### src/verilog/usart_pkg.sv
package usart_pkg;

  // Register addresses on the plain register port
  localparam logic [7:0] RCV_CTRL_ADDR = 8'h18;
  localparam logic [7:0] XMT_CTRL_ADDR = 8'h98;
  localparam logic [7:0] DIVISOR_ADDR = 8'h99;
  localparam logic [7:0] RCV_BUF_ADDR = 8'h1A;

  // Field positions of receive_status_control
  localparam int RC_PORT_EN = 7;
  localparam int RC_NINE = 6;
  localparam int RC_SINGLE = 5;
  localparam int RC_CONT = 4;
  localparam int RC_ADDR_DET = 3;
  localparam int RC_FRAME = 2;
  localparam int RC_OVERRUN = 1;
  localparam int RC_NINTH = 0;

  // Field positions of transmit_status_control
  localparam int TX_CLK_SRC = 7;
  localparam int TX_NINE = 6;
  localparam int TX_EN = 5;
  localparam int TX_SYNC = 4;
  localparam int TX_HIGH_SPEED = 2;
  localparam int TX_EMPTY = 1;
  localparam int TX_NINTH = 0;

  // Reset values and software-writable masks
  localparam logic [7:0] RCV_CTRL_RESET = 8'h00;
  localparam logic [7:0] XMT_CTRL_RESET = 8'h02;
  localparam logic [7:0] DIVISOR_RESET = 8'h00;
  localparam logic [7:0] RCV_WR_MASK = 8'hF8;
  localparam logic [7:0] XMT_WR_MASK = 8'hF5;

  // Divide factors applied in front of the divisor
  localparam logic [6:0] DIV_ASYNC_LOW = 7'h40;
  localparam logic [6:0] DIV_ASYNC_HIGH = 7'h10;
  localparam logic [6:0] DIV_SYNC = 7'h04;

  // One register port access
  typedef struct packed {
    logic [7:0] addr;
    logic [7:0] wdata;
    logic wr;
    logic rd;
  } bus_req_s;

  // One character handed over by the receive shift datapath
  typedef struct packed {
    logic done;
    logic frame_err;
    logic [8:0] data;
  } rx_char_s;

  // Settings driven out to the shift datapaths and pins
  typedef struct packed {
    logic port_active;
    logic rx_run;
    logic rx_nine;
    logic tx_nine;
    logic tx_enable;
    logic sync;
    logic master;
    logic tx_ninth;
  } ctrl_s;

endpackage

### src/verilog/usart_ctrl.sv
`timescale 1ns/1ps
// Behaviour
// - Port enable with both pin direction bits set routes pins to the port.
// - Nine-bit receive select chooses nine-bit or eight-bit characters.
// - Synchronous master single receive takes one character, then clears itself.
// - Single receive has no effect when asynchronous or synchronous slave.
// - Asynchronous continuous receive runs while set, stops while clear.
// - Synchronous continuous receive runs until cleared and overrides single receive.
// - Asynchronous nine-bit address detect loads only characters with bit 8 one.
// - Without address detect every character loads; ninth bit serves as parity.
// - Address detect is ignored in asynchronous eight-bit and synchronous modes.
// - Read-only framing flag follows the character, updated on next valid load.
// - Read-only overrun flag sets on overrun, clears only with continuous receive off.
// - Ninth bit of the last received character reads as a status bit.
// - One 8-bit free-running baud timer serves both modes, period from divisor.
// - High speed select picks the asynchronous divide factor.
// - High speed select is ignored in synchronous mode.
// - Baud generator runs in asynchronous mode and for synchronous master; synchronous slave clock is external.
// - Rate is clock over 64, 16 or 4 times divisor plus one.
// - Writing the divisor clears the baud timer at once.
module usart_ctrl (
  input wire logic i_clk_sys,
  input wire logic i_rst_n,
  input wire usart_pkg::bus_req_s i_bus,
  output logic [7:0] o_rdata,
  input wire logic [1:0] i_pin_direction_bits,
  input wire usart_pkg::rx_char_s i_rx_char,
  input wire logic i_tx_shift_busy,
  output usart_pkg::ctrl_s o_ctrl,
  output logic o_rx_load,
  output logic o_baud_tick
);

  logic [7:0] rcv_q;
  logic [7:0] xmt_q;
  logic [7:0] divisor_q;
  logic [7:0] rcv_buf_q;
  logic buf_full_q;
  logic framing_error_flag_q;
  logic overrun_error_flag_q;
  logic received_ninth_bit_q;
  logic shift_empty_flag_q;
  logic [7:0] read_mux_t;
  logic wr_rcv;
  logic wr_xmt;
  logic wr_div;
  logic rd_buf;
  logic port_enable;
  logic sync_mode;
  logic master_mode;
  logic rx_run;
  logic accept;
  logic char_in;
  logic overrun_event;

  assign wr_rcv = i_bus.wr && (i_bus.addr == usart_pkg::RCV_CTRL_ADDR);
  assign wr_xmt = i_bus.wr && (i_bus.addr == usart_pkg::XMT_CTRL_ADDR);
  assign wr_div = i_bus.wr && (i_bus.addr == usart_pkg::DIVISOR_ADDR);
  assign rd_buf = i_bus.rd && (i_bus.addr == usart_pkg::RCV_BUF_ADDR);

  assign port_enable = rcv_q[usart_pkg::RC_PORT_EN];
  assign sync_mode = xmt_q[usart_pkg::TX_SYNC];
  assign master_mode = xmt_q[usart_pkg::TX_CLK_SRC];

  // Receiver run: continuous wins, single only counts for synchronous master
  // single ignored
  assign rx_run = port_enable && (sync_mode ?
                  (rcv_q[usart_pkg::RC_CONT] || (master_mode && rcv_q[usart_pkg::RC_SINGLE])) :
                  rcv_q[usart_pkg::RC_CONT]);

  // Address filter only applies to asynchronous nine-bit reception
  // address filter
  assign accept = sync_mode || !rcv_q[usart_pkg::RC_NINE] ||
                  !rcv_q[usart_pkg::RC_ADDR_DET] || i_rx_char.data[8];

  assign char_in = i_rx_char.done && rx_run && accept;
  // A full, unread buffer means the character has nowhere to go
  assign overrun_event = char_in && buf_full_q && !rd_buf;
  assign o_rx_load = char_in && !overrun_event && !overrun_error_flag_q;

  // Outputs towards the shift datapaths and the pins
  always_comb begin
    o_ctrl.port_active = port_enable && (i_pin_direction_bits == 2'b11);
    o_ctrl.rx_run = rx_run;
    o_ctrl.rx_nine = rcv_q[usart_pkg::RC_NINE];
    o_ctrl.tx_nine = xmt_q[usart_pkg::TX_NINE];
    o_ctrl.tx_enable = xmt_q[usart_pkg::TX_EN];
    o_ctrl.sync = sync_mode;
    o_ctrl.master = master_mode;
    o_ctrl.tx_ninth = xmt_q[usart_pkg::TX_NINTH];
  end

  // Receive control bits; a software write beats the hardware self-clear
  always_ff @(posedge i_clk_sys) begin
    if (!i_rst_n) begin
      rcv_q <= usart_pkg::RCV_CTRL_RESET;
    end else if (wr_rcv) begin
      rcv_q <= i_bus.wdata & usart_pkg::RCV_WR_MASK;
    end else if (sync_mode && master_mode && !rcv_q[usart_pkg::RC_CONT] &&
                 i_rx_char.done && rx_run) begin
      rcv_q[usart_pkg::RC_SINGLE] <= 1'b0;
    end
  end

  // Transmit control bits, status bits are held apart
  always_ff @(posedge i_clk_sys) begin
    if (!i_rst_n) begin
      xmt_q <= usart_pkg::XMT_CTRL_RESET & usart_pkg::XMT_WR_MASK;
    end else if (wr_xmt) begin
      xmt_q <= i_bus.wdata & usart_pkg::XMT_WR_MASK;
    end
  end

  // Divisor register; its write also clears the baud timer
  always_ff @(posedge i_clk_sys) begin
    if (!i_rst_n) begin
      divisor_q <= usart_pkg::DIVISOR_RESET;
    end else if (wr_div) begin
      divisor_q <= i_bus.wdata;
    end
  end

  // Receive buffer and its character status
  always_ff @(posedge i_clk_sys) begin
    if (!i_rst_n) begin
      rcv_buf_q <= 8'h00;
      framing_error_flag_q <= 1'b0;
      received_ninth_bit_q <= 1'b0;
    end else if (o_rx_load) begin
      rcv_buf_q <= i_rx_char.data[7:0];
      framing_error_flag_q <= i_rx_char.frame_err;
      received_ninth_bit_q <= i_rx_char.data[8];
    end
  end

  // Buffer occupancy: a load in the cycle of a read keeps it full
  always_ff @(posedge i_clk_sys) begin
    if (!i_rst_n) begin
      buf_full_q <= 1'b0;
    end else if (o_rx_load) begin
      buf_full_q <= 1'b1;
    end else if (rd_buf) begin
      buf_full_q <= 1'b0;
    end
  end

  // Overrun sticks while continuous receive stays on; set wins over clear
  always_ff @(posedge i_clk_sys) begin
    if (!i_rst_n) begin
      overrun_error_flag_q <= 1'b0;
    end else if (overrun_event) begin
      overrun_error_flag_q <= 1'b1;
    end else if (!rcv_q[usart_pkg::RC_CONT]) begin
      overrun_error_flag_q <= 1'b0;
    end
  end

  // Shift-empty status, registered from the transmit datapath
  always_ff @(posedge i_clk_sys) begin
    if (!i_rst_n) begin
      shift_empty_flag_q <= usart_pkg::XMT_CTRL_RESET[usart_pkg::TX_EMPTY];
    end else begin
      shift_empty_flag_q <= !i_tx_shift_busy;
    end
  end

  // Read multiplexer; unmapped addresses read as zero
  always_comb begin
    read_mux_t = 8'h00;
    case (i_bus.addr)
      usart_pkg::RCV_CTRL_ADDR: begin
        read_mux_t = rcv_q;
        read_mux_t[usart_pkg::RC_FRAME] = framing_error_flag_q;
        read_mux_t[usart_pkg::RC_OVERRUN] = overrun_error_flag_q;
        read_mux_t[usart_pkg::RC_NINTH] = received_ninth_bit_q;
      end
      usart_pkg::XMT_CTRL_ADDR: begin
        read_mux_t = xmt_q;
        read_mux_t[usart_pkg::TX_EMPTY] = shift_empty_flag_q;
      end
      usart_pkg::DIVISOR_ADDR: begin
        read_mux_t = divisor_q;
      end
      usart_pkg::RCV_BUF_ADDR: begin
        read_mux_t = rcv_buf_q;
      end
      default: begin
        read_mux_t = 8'h00;
      end
    endcase
  end

  // Read data stands only in the cycle after the strobe
  always_ff @(posedge i_clk_sys) begin
    if (!i_rst_n) begin
      o_rdata <= 8'h00;
    end else begin
      o_rdata <= i_bus.rd ? read_mux_t : 8'h00;
    end
  end

  // Baud generator, enabled only when this end makes the bit clock
  // shared baud timer
  usart_baud_gen baud_generator (
    .i_clk_sys(i_clk_sys),
    .i_rst_n(i_rst_n),
    .i_enable(port_enable && (!sync_mode || master_mode)),
    .i_sync(sync_mode),
    .i_high_speed(xmt_q[usart_pkg::TX_HIGH_SPEED]),
    .i_divisor(divisor_q),
    .i_clear(wr_div),
    .o_tick(o_baud_tick)
  );

  // Checked from the bus side so a broken enable register is caught too
  port_route_a: assert property (@(posedge i_clk_sys) disable iff (!i_rst_n)
    wr_rcv |=> o_ctrl.port_active ==
    ($past(i_bus.wdata[usart_pkg::RC_PORT_EN]) && (i_pin_direction_bits == 2'b11)))
    else $error("port routing does not follow enable and directions");

  single_clear_a: assert property (@(posedge i_clk_sys) disable iff (!i_rst_n)
    (sync_mode && master_mode && !rcv_q[usart_pkg::RC_CONT] && i_rx_char.done &&
    rx_run && !wr_rcv) |=> !rcv_q[usart_pkg::RC_SINGLE])
    else $error("single receive not cleared after character");

  single_ignored_a: assert property (@(posedge i_clk_sys) disable iff (!i_rst_n)
    (!rcv_q[usart_pkg::RC_CONT] && (!sync_mode || !master_mode)) |-> !rx_run)
    else $error("single receive active outside synchronous master");

  cont_run_a: assert property (@(posedge i_clk_sys) disable iff (!i_rst_n)
    (port_enable && rcv_q[usart_pkg::RC_CONT]) |-> rx_run)
    else $error("continuous receive not running");

  addr_filter_a: assert property (@(posedge i_clk_sys) disable iff (!i_rst_n)
    (!sync_mode && rcv_q[usart_pkg::RC_NINE] && rcv_q[usart_pkg::RC_ADDR_DET] &&
    !i_rx_char.data[8]) |-> !o_rx_load)
    else $error("non-address character loaded");

  accept_all_a: assert property (@(posedge i_clk_sys) disable iff (!i_rst_n)
    (i_rx_char.done && rx_run && !buf_full_q && !overrun_error_flag_q &&
    (sync_mode || !rcv_q[usart_pkg::RC_NINE])) |-> o_rx_load)
    else $error("character dropped by ignored address detect");

  overrun_hold_a: assert property (@(posedge i_clk_sys) disable iff (!i_rst_n)
    (overrun_error_flag_q && rcv_q[usart_pkg::RC_CONT]) |=> overrun_error_flag_q)
    else $error("overrun flag cleared while continuous receive on");

  frame_load_a: assert property (@(posedge i_clk_sys) disable iff (!i_rst_n)
    o_rx_load |=> framing_error_flag_q == $past(i_rx_char.frame_err) &&
    received_ninth_bit_q == $past(i_rx_char.data[8]))
    else $error("character status not captured on load");

  empty_flag_a: assert property (@(posedge i_clk_sys) disable iff (!i_rst_n)
    i_tx_shift_busy |=> !shift_empty_flag_q ##1 (shift_empty_flag_q == !$past(i_tx_shift_busy)))
    else $error("shift empty flag wrong");

  cont_async_a: assert property (@(posedge i_clk_sys) disable iff (!i_rst_n)
    (!sync_mode && !rcv_q[usart_pkg::RC_CONT]) |-> !rx_run)
    else $error("asynchronous receive running with continuous receive off");

  overrun_set_a: assert property (@(posedge i_clk_sys) disable iff (!i_rst_n)
    (char_in && buf_full_q && !rd_buf) |=> overrun_error_flag_q && !$past(o_rx_load))
    else $error("overrun not flagged on full buffer");

  buf_load_a: assert property (@(posedge i_clk_sys) disable iff (!i_rst_n)
    o_rx_load |=> buf_full_q && rcv_buf_q == $past(i_rx_char.data[7:0]))
    else $error("accepted character not placed in receive buffer");

endmodule

### src/verilog/usart_baud_gen.sv
`timescale 1ns/1ps
module usart_baud_gen (
  input wire logic i_clk_sys,
  input wire logic i_rst_n,
  input wire logic i_enable,
  input wire logic i_sync,
  input wire logic i_high_speed,
  input wire logic [7:0] i_divisor,
  input wire logic i_clear,
  output logic o_tick
);

  logic [6:0] factor_t;
  logic [6:0] pre_q;
  logic [7:0] timer_q;
  logic pre_end;
  logic [3:0] since_clear_q;

  // Divide factor: high speed only matters when asynchronous
  always_comb begin
    if (i_sync) begin
      factor_t = usart_pkg::DIV_SYNC;
    end else if (i_high_speed) begin
      factor_t = usart_pkg::DIV_ASYNC_HIGH;
    end else begin
      factor_t = usart_pkg::DIV_ASYNC_LOW;
    end
  end

  assign pre_end = (pre_q == factor_t - 7'h01);

  // Prescaler and free-running 8-bit timer, both cleared on a divisor write
  always_ff @(posedge i_clk_sys) begin
    if (!i_rst_n || i_clear || !i_enable) begin
      pre_q <= 7'h00;
      timer_q <= 8'h00;
    end else if (pre_end) begin
      pre_q <= 7'h00;
      timer_q <= (timer_q == i_divisor) ? 8'h00 : timer_q + 8'h01;
    end else begin
      pre_q <= pre_q + 7'h01;
    end
  end

  // One-cycle tick per factor*(divisor+1) cycles
  always_ff @(posedge i_clk_sys) begin
    if (!i_rst_n) begin
      o_tick <= 1'b0;
    end else begin
      o_tick <= i_enable && !i_clear && pre_end && (timer_q == i_divisor);
    end
  end

  // Cycles since the last clear, saturating, for checking only
  always_ff @(posedge i_clk_sys) begin
    if (!i_rst_n || i_clear) begin
      since_clear_q <= 4'h0;
    end else if (since_clear_q != 4'hF) begin
      since_clear_q <= since_clear_q + 4'h1;
    end
  end

  clear_quiet_a: assert property (@(posedge i_clk_sys) disable iff (!i_rst_n)
    o_tick |-> since_clear_q >= 4'h3)
    else $error("baud tick too soon after divisor write");

  tick_master_a: assert property (@(posedge i_clk_sys) disable iff (!i_rst_n)
    o_tick |-> $past(i_enable))
    else $error("baud tick while generator disabled");

  // A tick leaves prescaler and timer at zero, so the next one follows four cycles on
  sync_period_a: assert property (@(posedge i_clk_sys) disable iff (!i_rst_n)
    (o_tick && i_sync && i_divisor == 8'h00 && i_enable && !i_clear) ##1
    (i_sync && i_divisor == 8'h00 && i_enable && !i_clear)[*3] |=> o_tick)
    else $error("synchronous rate with divisor zero not clock/4");

endmodule

### config.mk
export PLATFORM = sky130hd
export DESIGN_NAME = usart_ctrl
export DESIGN_NICKNAME = d
export VERILOG_FILES = /design/src/verilog/usart_pkg.sv /design/src/verilog/usart_ctrl.sv /design/src/verilog/usart_baud_gen.sv
export SDC_FILE = /design/constraint.sdc
export NUM_CORES = 1
export LEC_CHECK = 0
export BUFFER_PORTS_ARGS = -buffer_cell sky130_fd_sc_hd__buf_2
export CAP_MARGIN = 20
export CORE_MARGIN = 2
export CORE_UTILIZATION = 55
export DETAILED_ROUTE_END_ITERATION = 8
export PLACE_DENSITY = 0.76
export SKIP_LAST_GASP = 1
export SYNTH_ARGS = -nofsm -noshare
export SYNTH_HDL_FRONTEND = slang
export SYNTH_SLANG_ARGS = --single-unit
export TNS_END_PERCENT = 50
### constraint.sdc
create_clock -name i_clk_sys -period 2.5 [get_ports i_clk_sys]
set_clock_uncertainty 0.2 [all_clocks]
set_input_delay 0.375 -clock i_clk_sys [delete_from_list [all_inputs] [get_ports i_clk_sys]]
set_output_delay 0.375 -clock i_clk_sys [all_outputs]
set_load 0.02 [all_outputs]
==> impl_metrics.yaml, run 1 <==
worst_setup_path:
  critical_path_required_ns: 1.92
  endpoint_kind: "output pin"
  worstPathMaxFanout: 10
  worst-path-stages: 4
  max_stage_delay_ns: 0.61
  cp_data_arrival_time_ns: 1.77
  timing.critical_path.buf_inv: 1
  path_cells: "a31oi_1 -> nand4b_1 -> nor3_2 -> buf_2"
  r2r_cells: 4
  crit_family: "flip-flops"
  cp_slowest_cell: "dfxtp_1"
  startpoint_type: "register"
  path_class: "reg -> out"
routing:
  vias: 2133
  drtPass1Iterations: 4
  wirelength_mm: 5.76
  ant_nets: 0
  drt_iter0_markers: 67
  drc: 0
  routed_via_density: 5.47
  wire_per_inst_um: 14.8
layout:
  final_net_count: 358
  drive_above_1_share_pct: 24.8
  fill_cells: 411
  seq_area_mm2: 0.00112
  multi_input_area_mm2: 0.00150
  antenna_cells: 0
  syn2layout_area_growth_pct: 12.5
cts:
  cts_buffers: 5
  clk_latency_ns: 0.31
  h-tree-depth: 2
  cts_buffer_depth: 2
  ctsResizeCount: 0
  cts_sinks: 56
  cts_root_buf: "clkbuf_8"
  cts_tree: "yes"
  clk_pin_slew_ns: 0.09
  cts_setup_buffers: 0
  holdBufCountCts: 0
global_routing:
  grt-ovfl-total: 0
  grt_pass1_wl_mm: 9.52
  grt_usage_pct: 22.0
  first_global_vias: 2033
  grt_max_degree: 44
  antenna_found_initial: 0
synthesis:
  synth_nets: 313
  synth.avg_cell_area_um2: 9.97
  ys_async_sr_fraction_pct: 0
  synth_enable_flop_cells: 0
  ys_ff_latch: 56
  ys.warnings.count: 0
  yosys_most_used_dff: "dfxtp_1"
  syn_area_mm2: 0.00276
  ys_seq_area_share_pct: 40.6
  netlist_instances: 277
  synth_cell_types: 53
worst_hold_path:
  min_path_cells: 2
  hold_class: "in -> reg"
pwr:
  p_total_mw: 1.48
  p_leak_nw: 1.25
  power_density_mw_per_mm2: 476
  peakVddDrop_mv: 0.267
job:
  drv_cap: 0
floorplanning:
  initial_core_util_pct: 57.7
  die-area_mm2: 0.00560
  fp-row-count: 25
  io_pins: 52
  die_y_um: 74.9
  die_width_um: 74.9
  core-area_mm2: 0.00479
sta:
  min_period_over_period_pct: 93.7
  maxSlewViolCount: 0
  max_slew_margin_pct: 51.0
  setup_violations: 0
  finalSetupTns_ns: 0
  max_freq_mhz: 427
  timing.final.hold_violations: 0
  min_period_ns: 2.34
  worstMarginPinSlew_ns: 0.735
  rsz0062_at_grt: "no"
placed_design:
  io_buffers: 51
  dp_hpwl_mm: 4.34
  gp_congestion: 0.830
status:
  status: "completed"
-- cells in the final DEF, fill, tap and decap left out, types with 2 or more instances in the layout --
cell and count:
a211oi_1 5, nand4b_1 3, buf_4 5, dfxtp_1 56, nor2_1 17, a2bb2oi_1 10, and3_1 2, a211oi_2 3
xor2_1 2, a21oi_1 2, and2_1 2, clkbuf_8 6, o21a_1 3, buf_2 51, nand3_1 7, nand4_1 4
xnor2_1 11, mux2i_1 35, nand2_1 26, or4_1 6, inv_1 4, clkbuf_1 2, mux2_2 2, o21ai_0 2
ha_1 2, o31ai_1 6, nor2b_1 24
-- cell type report --
class                           count  area share [%]
Tap cell                           67            2.70
Inverter                            4           0.483
Clock buffer                        8            2.90
Multi-Input combinational cell    199            48.4
Sequential cell                    56            36.1
Timing Repair Buffer               56            9.42
-- synth_stat cells (all sizes together), types with 2 or more instances --
master | n | area (um2)
a211oi | 8 | 75.1
a21oi | 3 | 18.8
a2bb2oi | 11 | 103
and2 | 2 | 12.5
and3 | 3 | 20.0
buf | 12 | 98.8
clkbuf | 6 | 22.5
dfxtp | 56 | 1120
ha | 2 | 25.0
inv | 4 | 15.0
mux2 | 2 | 22.5
mux2i | 35 | 350
nand2 | 27 | 118
nand3 | 7 | 35.0
nand3b | 2 | 27.5
nand4 | 4 | 25.0
nand4b | 3 | 26.3
nor2 | 18 | 70.1
nor2b | 24 | 150
o21a | 3 | 22.5
o21ai | 2 | 10.0
o31ai | 6 | 45.0
or4 | 6 | 45.0
xnor2 | 11 | 96.3
xor2 | 2 | 17.5
-- flip-flops by register name, indices dropped and copies added, names as in the netlist --
name and count:
xmt_q 6, divisor_q 8, rcv_q 5, received_ninth_bit_q 1, baud_generator.pre_q 7, baud_generator.timer_q 8
overrun_error_flag_q 1, framing_error_flag_q 1, shift_empty_flag_q 1, baud_generator.o_tick 1, buf_full_q 1, rcv_buf_q 8
o_rdata 8
-- per-layer routing --
layer  track usage, %  up-vias  routed length, um
li1                 -     1079                  -
met5                0        -                  0
met4             5.36        0                 55
met1             28.3     1009               2590
met2             37.8       40               2910
met3             4.55        5                203
-- where the power goes --
group / switching (mW) / leakage [nW] / internal [mW]
logic: 0.0393 / 0.754 / 0.0385
clock network: 0.280 / 0.0455 / 0.227
registers: 0.000785 / 0.451 / 0.892
-- cell families (layout without fill, tap and decap cells) --
| group | count (synthesis) | in the layout | synth area share, % |
|---|---|---|---|
| compound gates | 42 | 42 | 13.2 |
| xor+xnor | 13 | 13 | 4.12 |
| fa+ha+maj | 2 | 2 | 0.906 |
| buf+inv | 22 | 68 | 4.94 |
| flops | 56 | 56 | 40.6 |
| mux | 37 | 37 | 13.5 |
| simple gates | 105 | 105 | 22.7 |
-- final timing paths --
check	start	to	slack, ns
setup / recovery	xmt_q[4]$_SDFFE_PN0P_	o_rx_load	0.16
hold / removal	i_tx_shift_busy	shift_empty_flag_q$_SDFF_PN1_	0.02
setup reg to reg	xmt_q[4]$_SDFFE_PN0P_	baud_generator.timer_q[1]$_SDFFE_PP0N_	0.42
hold reg to reg	baud_generator.pre_q[0]$_SDFF_PP0_	baud_generator.pre_q[0]$_SDFF_PP0_	0.24
-- stage by stage --
step	cell area (um2)	utilization [%]	hold slack, ns	std cells	setup WS [ns]
detailed placement	3020	63.0	0.230	382	0.451
finish	3110	64.9	0.0183	390	0.157
CTS	3110	64.9	0.0161	390	0.177
floorplan	2760	-	0.213	277	0.544
global route	3110	64.9	0.0195	390	0.0769
global placement	3020	63.0	0.222	382	0.464
No activity file was read; power rests on OpenSTA's default activity.
==> run 2: changes to the inputs <==
Settings changed: CTS_CLUSTER_SIZE set to 8, SYNTH_HIERARCHICAL set to 1.
==> run 2 against run 1 <==
Sequential share of layout area increased by 0.10 points. Critical path depth stayed put. Global-route usage increased by 0.86 points. Non-clock buffer count up 3. First-iteration DRC count is 40% higher. Maximum frequency grew 2.6%. Clock-buffer cell count is 3 lower. Critical endpoint unchanged. Largest cell class unchanged. Highest routed layer is now met3.
==> impl_metrics.yaml, run 2 <==
status:
  status: "completed"
routing:
  drt_iter0_markers: 94
  wire_per_inst_um: 14.8
  vias: 2179
  wirelength_mm: 5.94
  drtPass1Iterations: 4
  ant_nets: 0
  routed_via_density: 5.43
  drc: 0
worst_setup_path:
  path_cells: "a31oi_1 -> nand4b_1 -> nor3_4 -> buf_2"
  path_class: "reg -> out"
  endpoint_kind: "output pin"
  crit_family: "flip-flops"
  cp_data_arrival_time_ns: 1.71
  cp_slowest_cell: "dfxtp_1"
  worstPathMaxFanout: 11
  critical_path_required_ns: 1.92
  startpoint_type: "register"
  timing.critical_path.buf_inv: 1
  max_stage_delay_ns: 0.56
sta:
  maxSlewViolCount: 0
  setup_violations: 0
  finalSetupTns_ns: 0
  worstMarginPinSlew_ns: 0.534
  min_period_over_period_pct: 91.4
  max_freq_mhz: 438
  rsz0062_at_grt: "no"
  max_slew_margin_pct: 64.2
  worst_hold_slack_ns: 0.00806
  fin_ws_ns: 0.216
  min_period_ns: 2.28
  timing.final.hold_violations: 0
cts:
  cts_sinks: 56
  cts_buffer_depth: 2
  ctsResizeCount: 0
  holdBufCountCts: 0
  cts_root_buf: "clkbuf_8"
  cts_buffers: 5
  cts_tree: "yes"
  h-tree-depth: 2
  cts_setup_buffers: 0
  clk_pin_slew_ns: 0.10
  clk_latency_ns: 0.31
placed_design:
  dp_cells: 394
  io_buffers: 51
  dp_hpwl_mm: 4.53
  gp_congestion: 0.818
  pre_cts_slack_ns: 0.259
synthesis:
  netlist_instances: 289
  ys.warnings.count: 6
  syn_area_mm2: 0.00275
  synth_common_cells: "dfxtp_1 (56), nand2_1 (48), mux2i_1 (37)"
  yosys_most_used_dff: "dfxtp_1"
  ys_seq_area_share_pct: 40.8
  synth.most_common_cell: "dfxtp_1"
  synth_nets: 325
  synth.avg_cell_area_um2: 9.50
  ys_ff_latch: 56
  ys_async_sr_fraction_pct: 0
  synth_top_area_cell: "dfxtp_1"
  synth_enable_flop_cells: 0
  synthTopCellsByArea: "dfxtp_1 (41%), mux2i_1 (13%), nand2_1 (6.6%)"
  synth_cell_types: 52
  synth_top_cell_area_share_pct: 40.8
global_routing:
  grt_max_degree: 51
  grt-ovfl-total: 0
  antenna_found_initial: 0
  grt_usage_pct: 22.9
  first_global_vias: 2005
  grt_pass1_wl_mm: 9.65
layout:
  layout_commonest_cell: "dfxtp_1"
  final_cell_mix: "dfxtp_1 (56), buf_2 (51), nand2_1 (48)"
  antenna_cells: 0
  layoutNonFillerInstCount: 401
  syn2layout_area_growth_pct: 12.8
  final_net_count: 370
  drive_above_1_share_pct: 22.5
floorplanning:
  die_y_um: 74.7
  initial_core_util_pct: 57.8
  io_pins: 52
  die_width_um: 74.7
  fp-row-count: 25
  die-area_mm2: 0.00557
  core-area_mm2: 0.00475
job:
  drv_cap: 0
pwr:
  pwr-share-comb_pct: 5.6
  switching_share_pct: 22.5
  p_leak_nw: 1.47
  clkPwrFrac_pct: 32.5
  p_switching_mw: 0.326
  p_total_mw: 1.44
  sequentialPowerShare_pct: 61.8
  peakVddDrop_mv: 0.314
  power_density_mw_per_mm2: 466
  internal-power_mw: 1.12
worst_hold_path:
  hold_class: "in -> reg"
## run 2: routing by layer
| layer | track usage [%] | wire length [um] |
|---|---|---|
| met1 | 31.2 | 2840 |
| met2 | 37.6 | 2740 |
| met3 | 4.42 | 359 |
| met4 | 5.56 | 0 |
| met5 | 0 | 0 |
## run 2: cell families after synthesis
family	count (synthesis)	share of synthesized area, %
AND/OR/NAND/NOR	115	22.6
flip-flops	56	40.8
AO/OA/AOI/OAI	41	12.8
multiplexers	37	13.5
buffers and inverters	25	5.24
XOR/XNOR	13	4.15
adder cells (fa/ha/maj)	2	0.911
## run 2: cell type report
cell class	count	area, um2
fill	453	1660
multi-input combinational	208	1480
sequential	56	1120
timing repair buffer	59	315
tap	67	83.8
clock buffer	5	68.8
inverter	4	15.0
clock inverter	2	12.5
## run 2: worst paths after layout
| path | start | endpoint | slack (ns) | cells past startpoint |
|---|---|---|---|---|
| worst max register to register | xmt_q[4]$_SDFFE_PN0P_ | baud_generator/timer_q[1]$_SDFFE_PP0N_ | 0.23 | 5 |
| worst max-delay path | xmt_q[4]$_SDFFE_PN0P_ | o_rx_load | 0.22 | 4 |
| worst min-delay path | i_tx_shift_busy | shift_empty_flag_q$_SDFF_PN1_ | 0.008 | 2 |
| worst min register to register | baud_generator/pre_q[0]$_SDFF_PP0_ | baud_generator/pre_q[0]$_SDFF_PP0_ | 0.25 | 1 |
## run 2: through the flow
stage	utilization (%)	cell area [um2]
floorplan	-	2750
global placement	63.4	3020
detailed placement	63.4	3020
CTS	65.2	3100
global route	65.2	3100
finish	65.2	3100
## run 2: worst reg2reg max path, cell delays in order, from the launching register on
cell,delay (ns)
dfxtp_1,0.56
o21bai_1,0.13
o32a_1,0.21
or4b_1,0.69
nand2_2,0.26
o22ai_1,0.10
## run 2: power groups by stage
stage               Sequential [mW]  Clock, mW  Combinational [mW]
floorplan                     0.914          0              0.0414
global placement              0.914          0              0.0810
detailed placement            0.914          0              0.0815
CTS                           0.893      0.482              0.0819
global route                  0.894      0.513              0.0891
finish                        0.893      0.470              0.0816
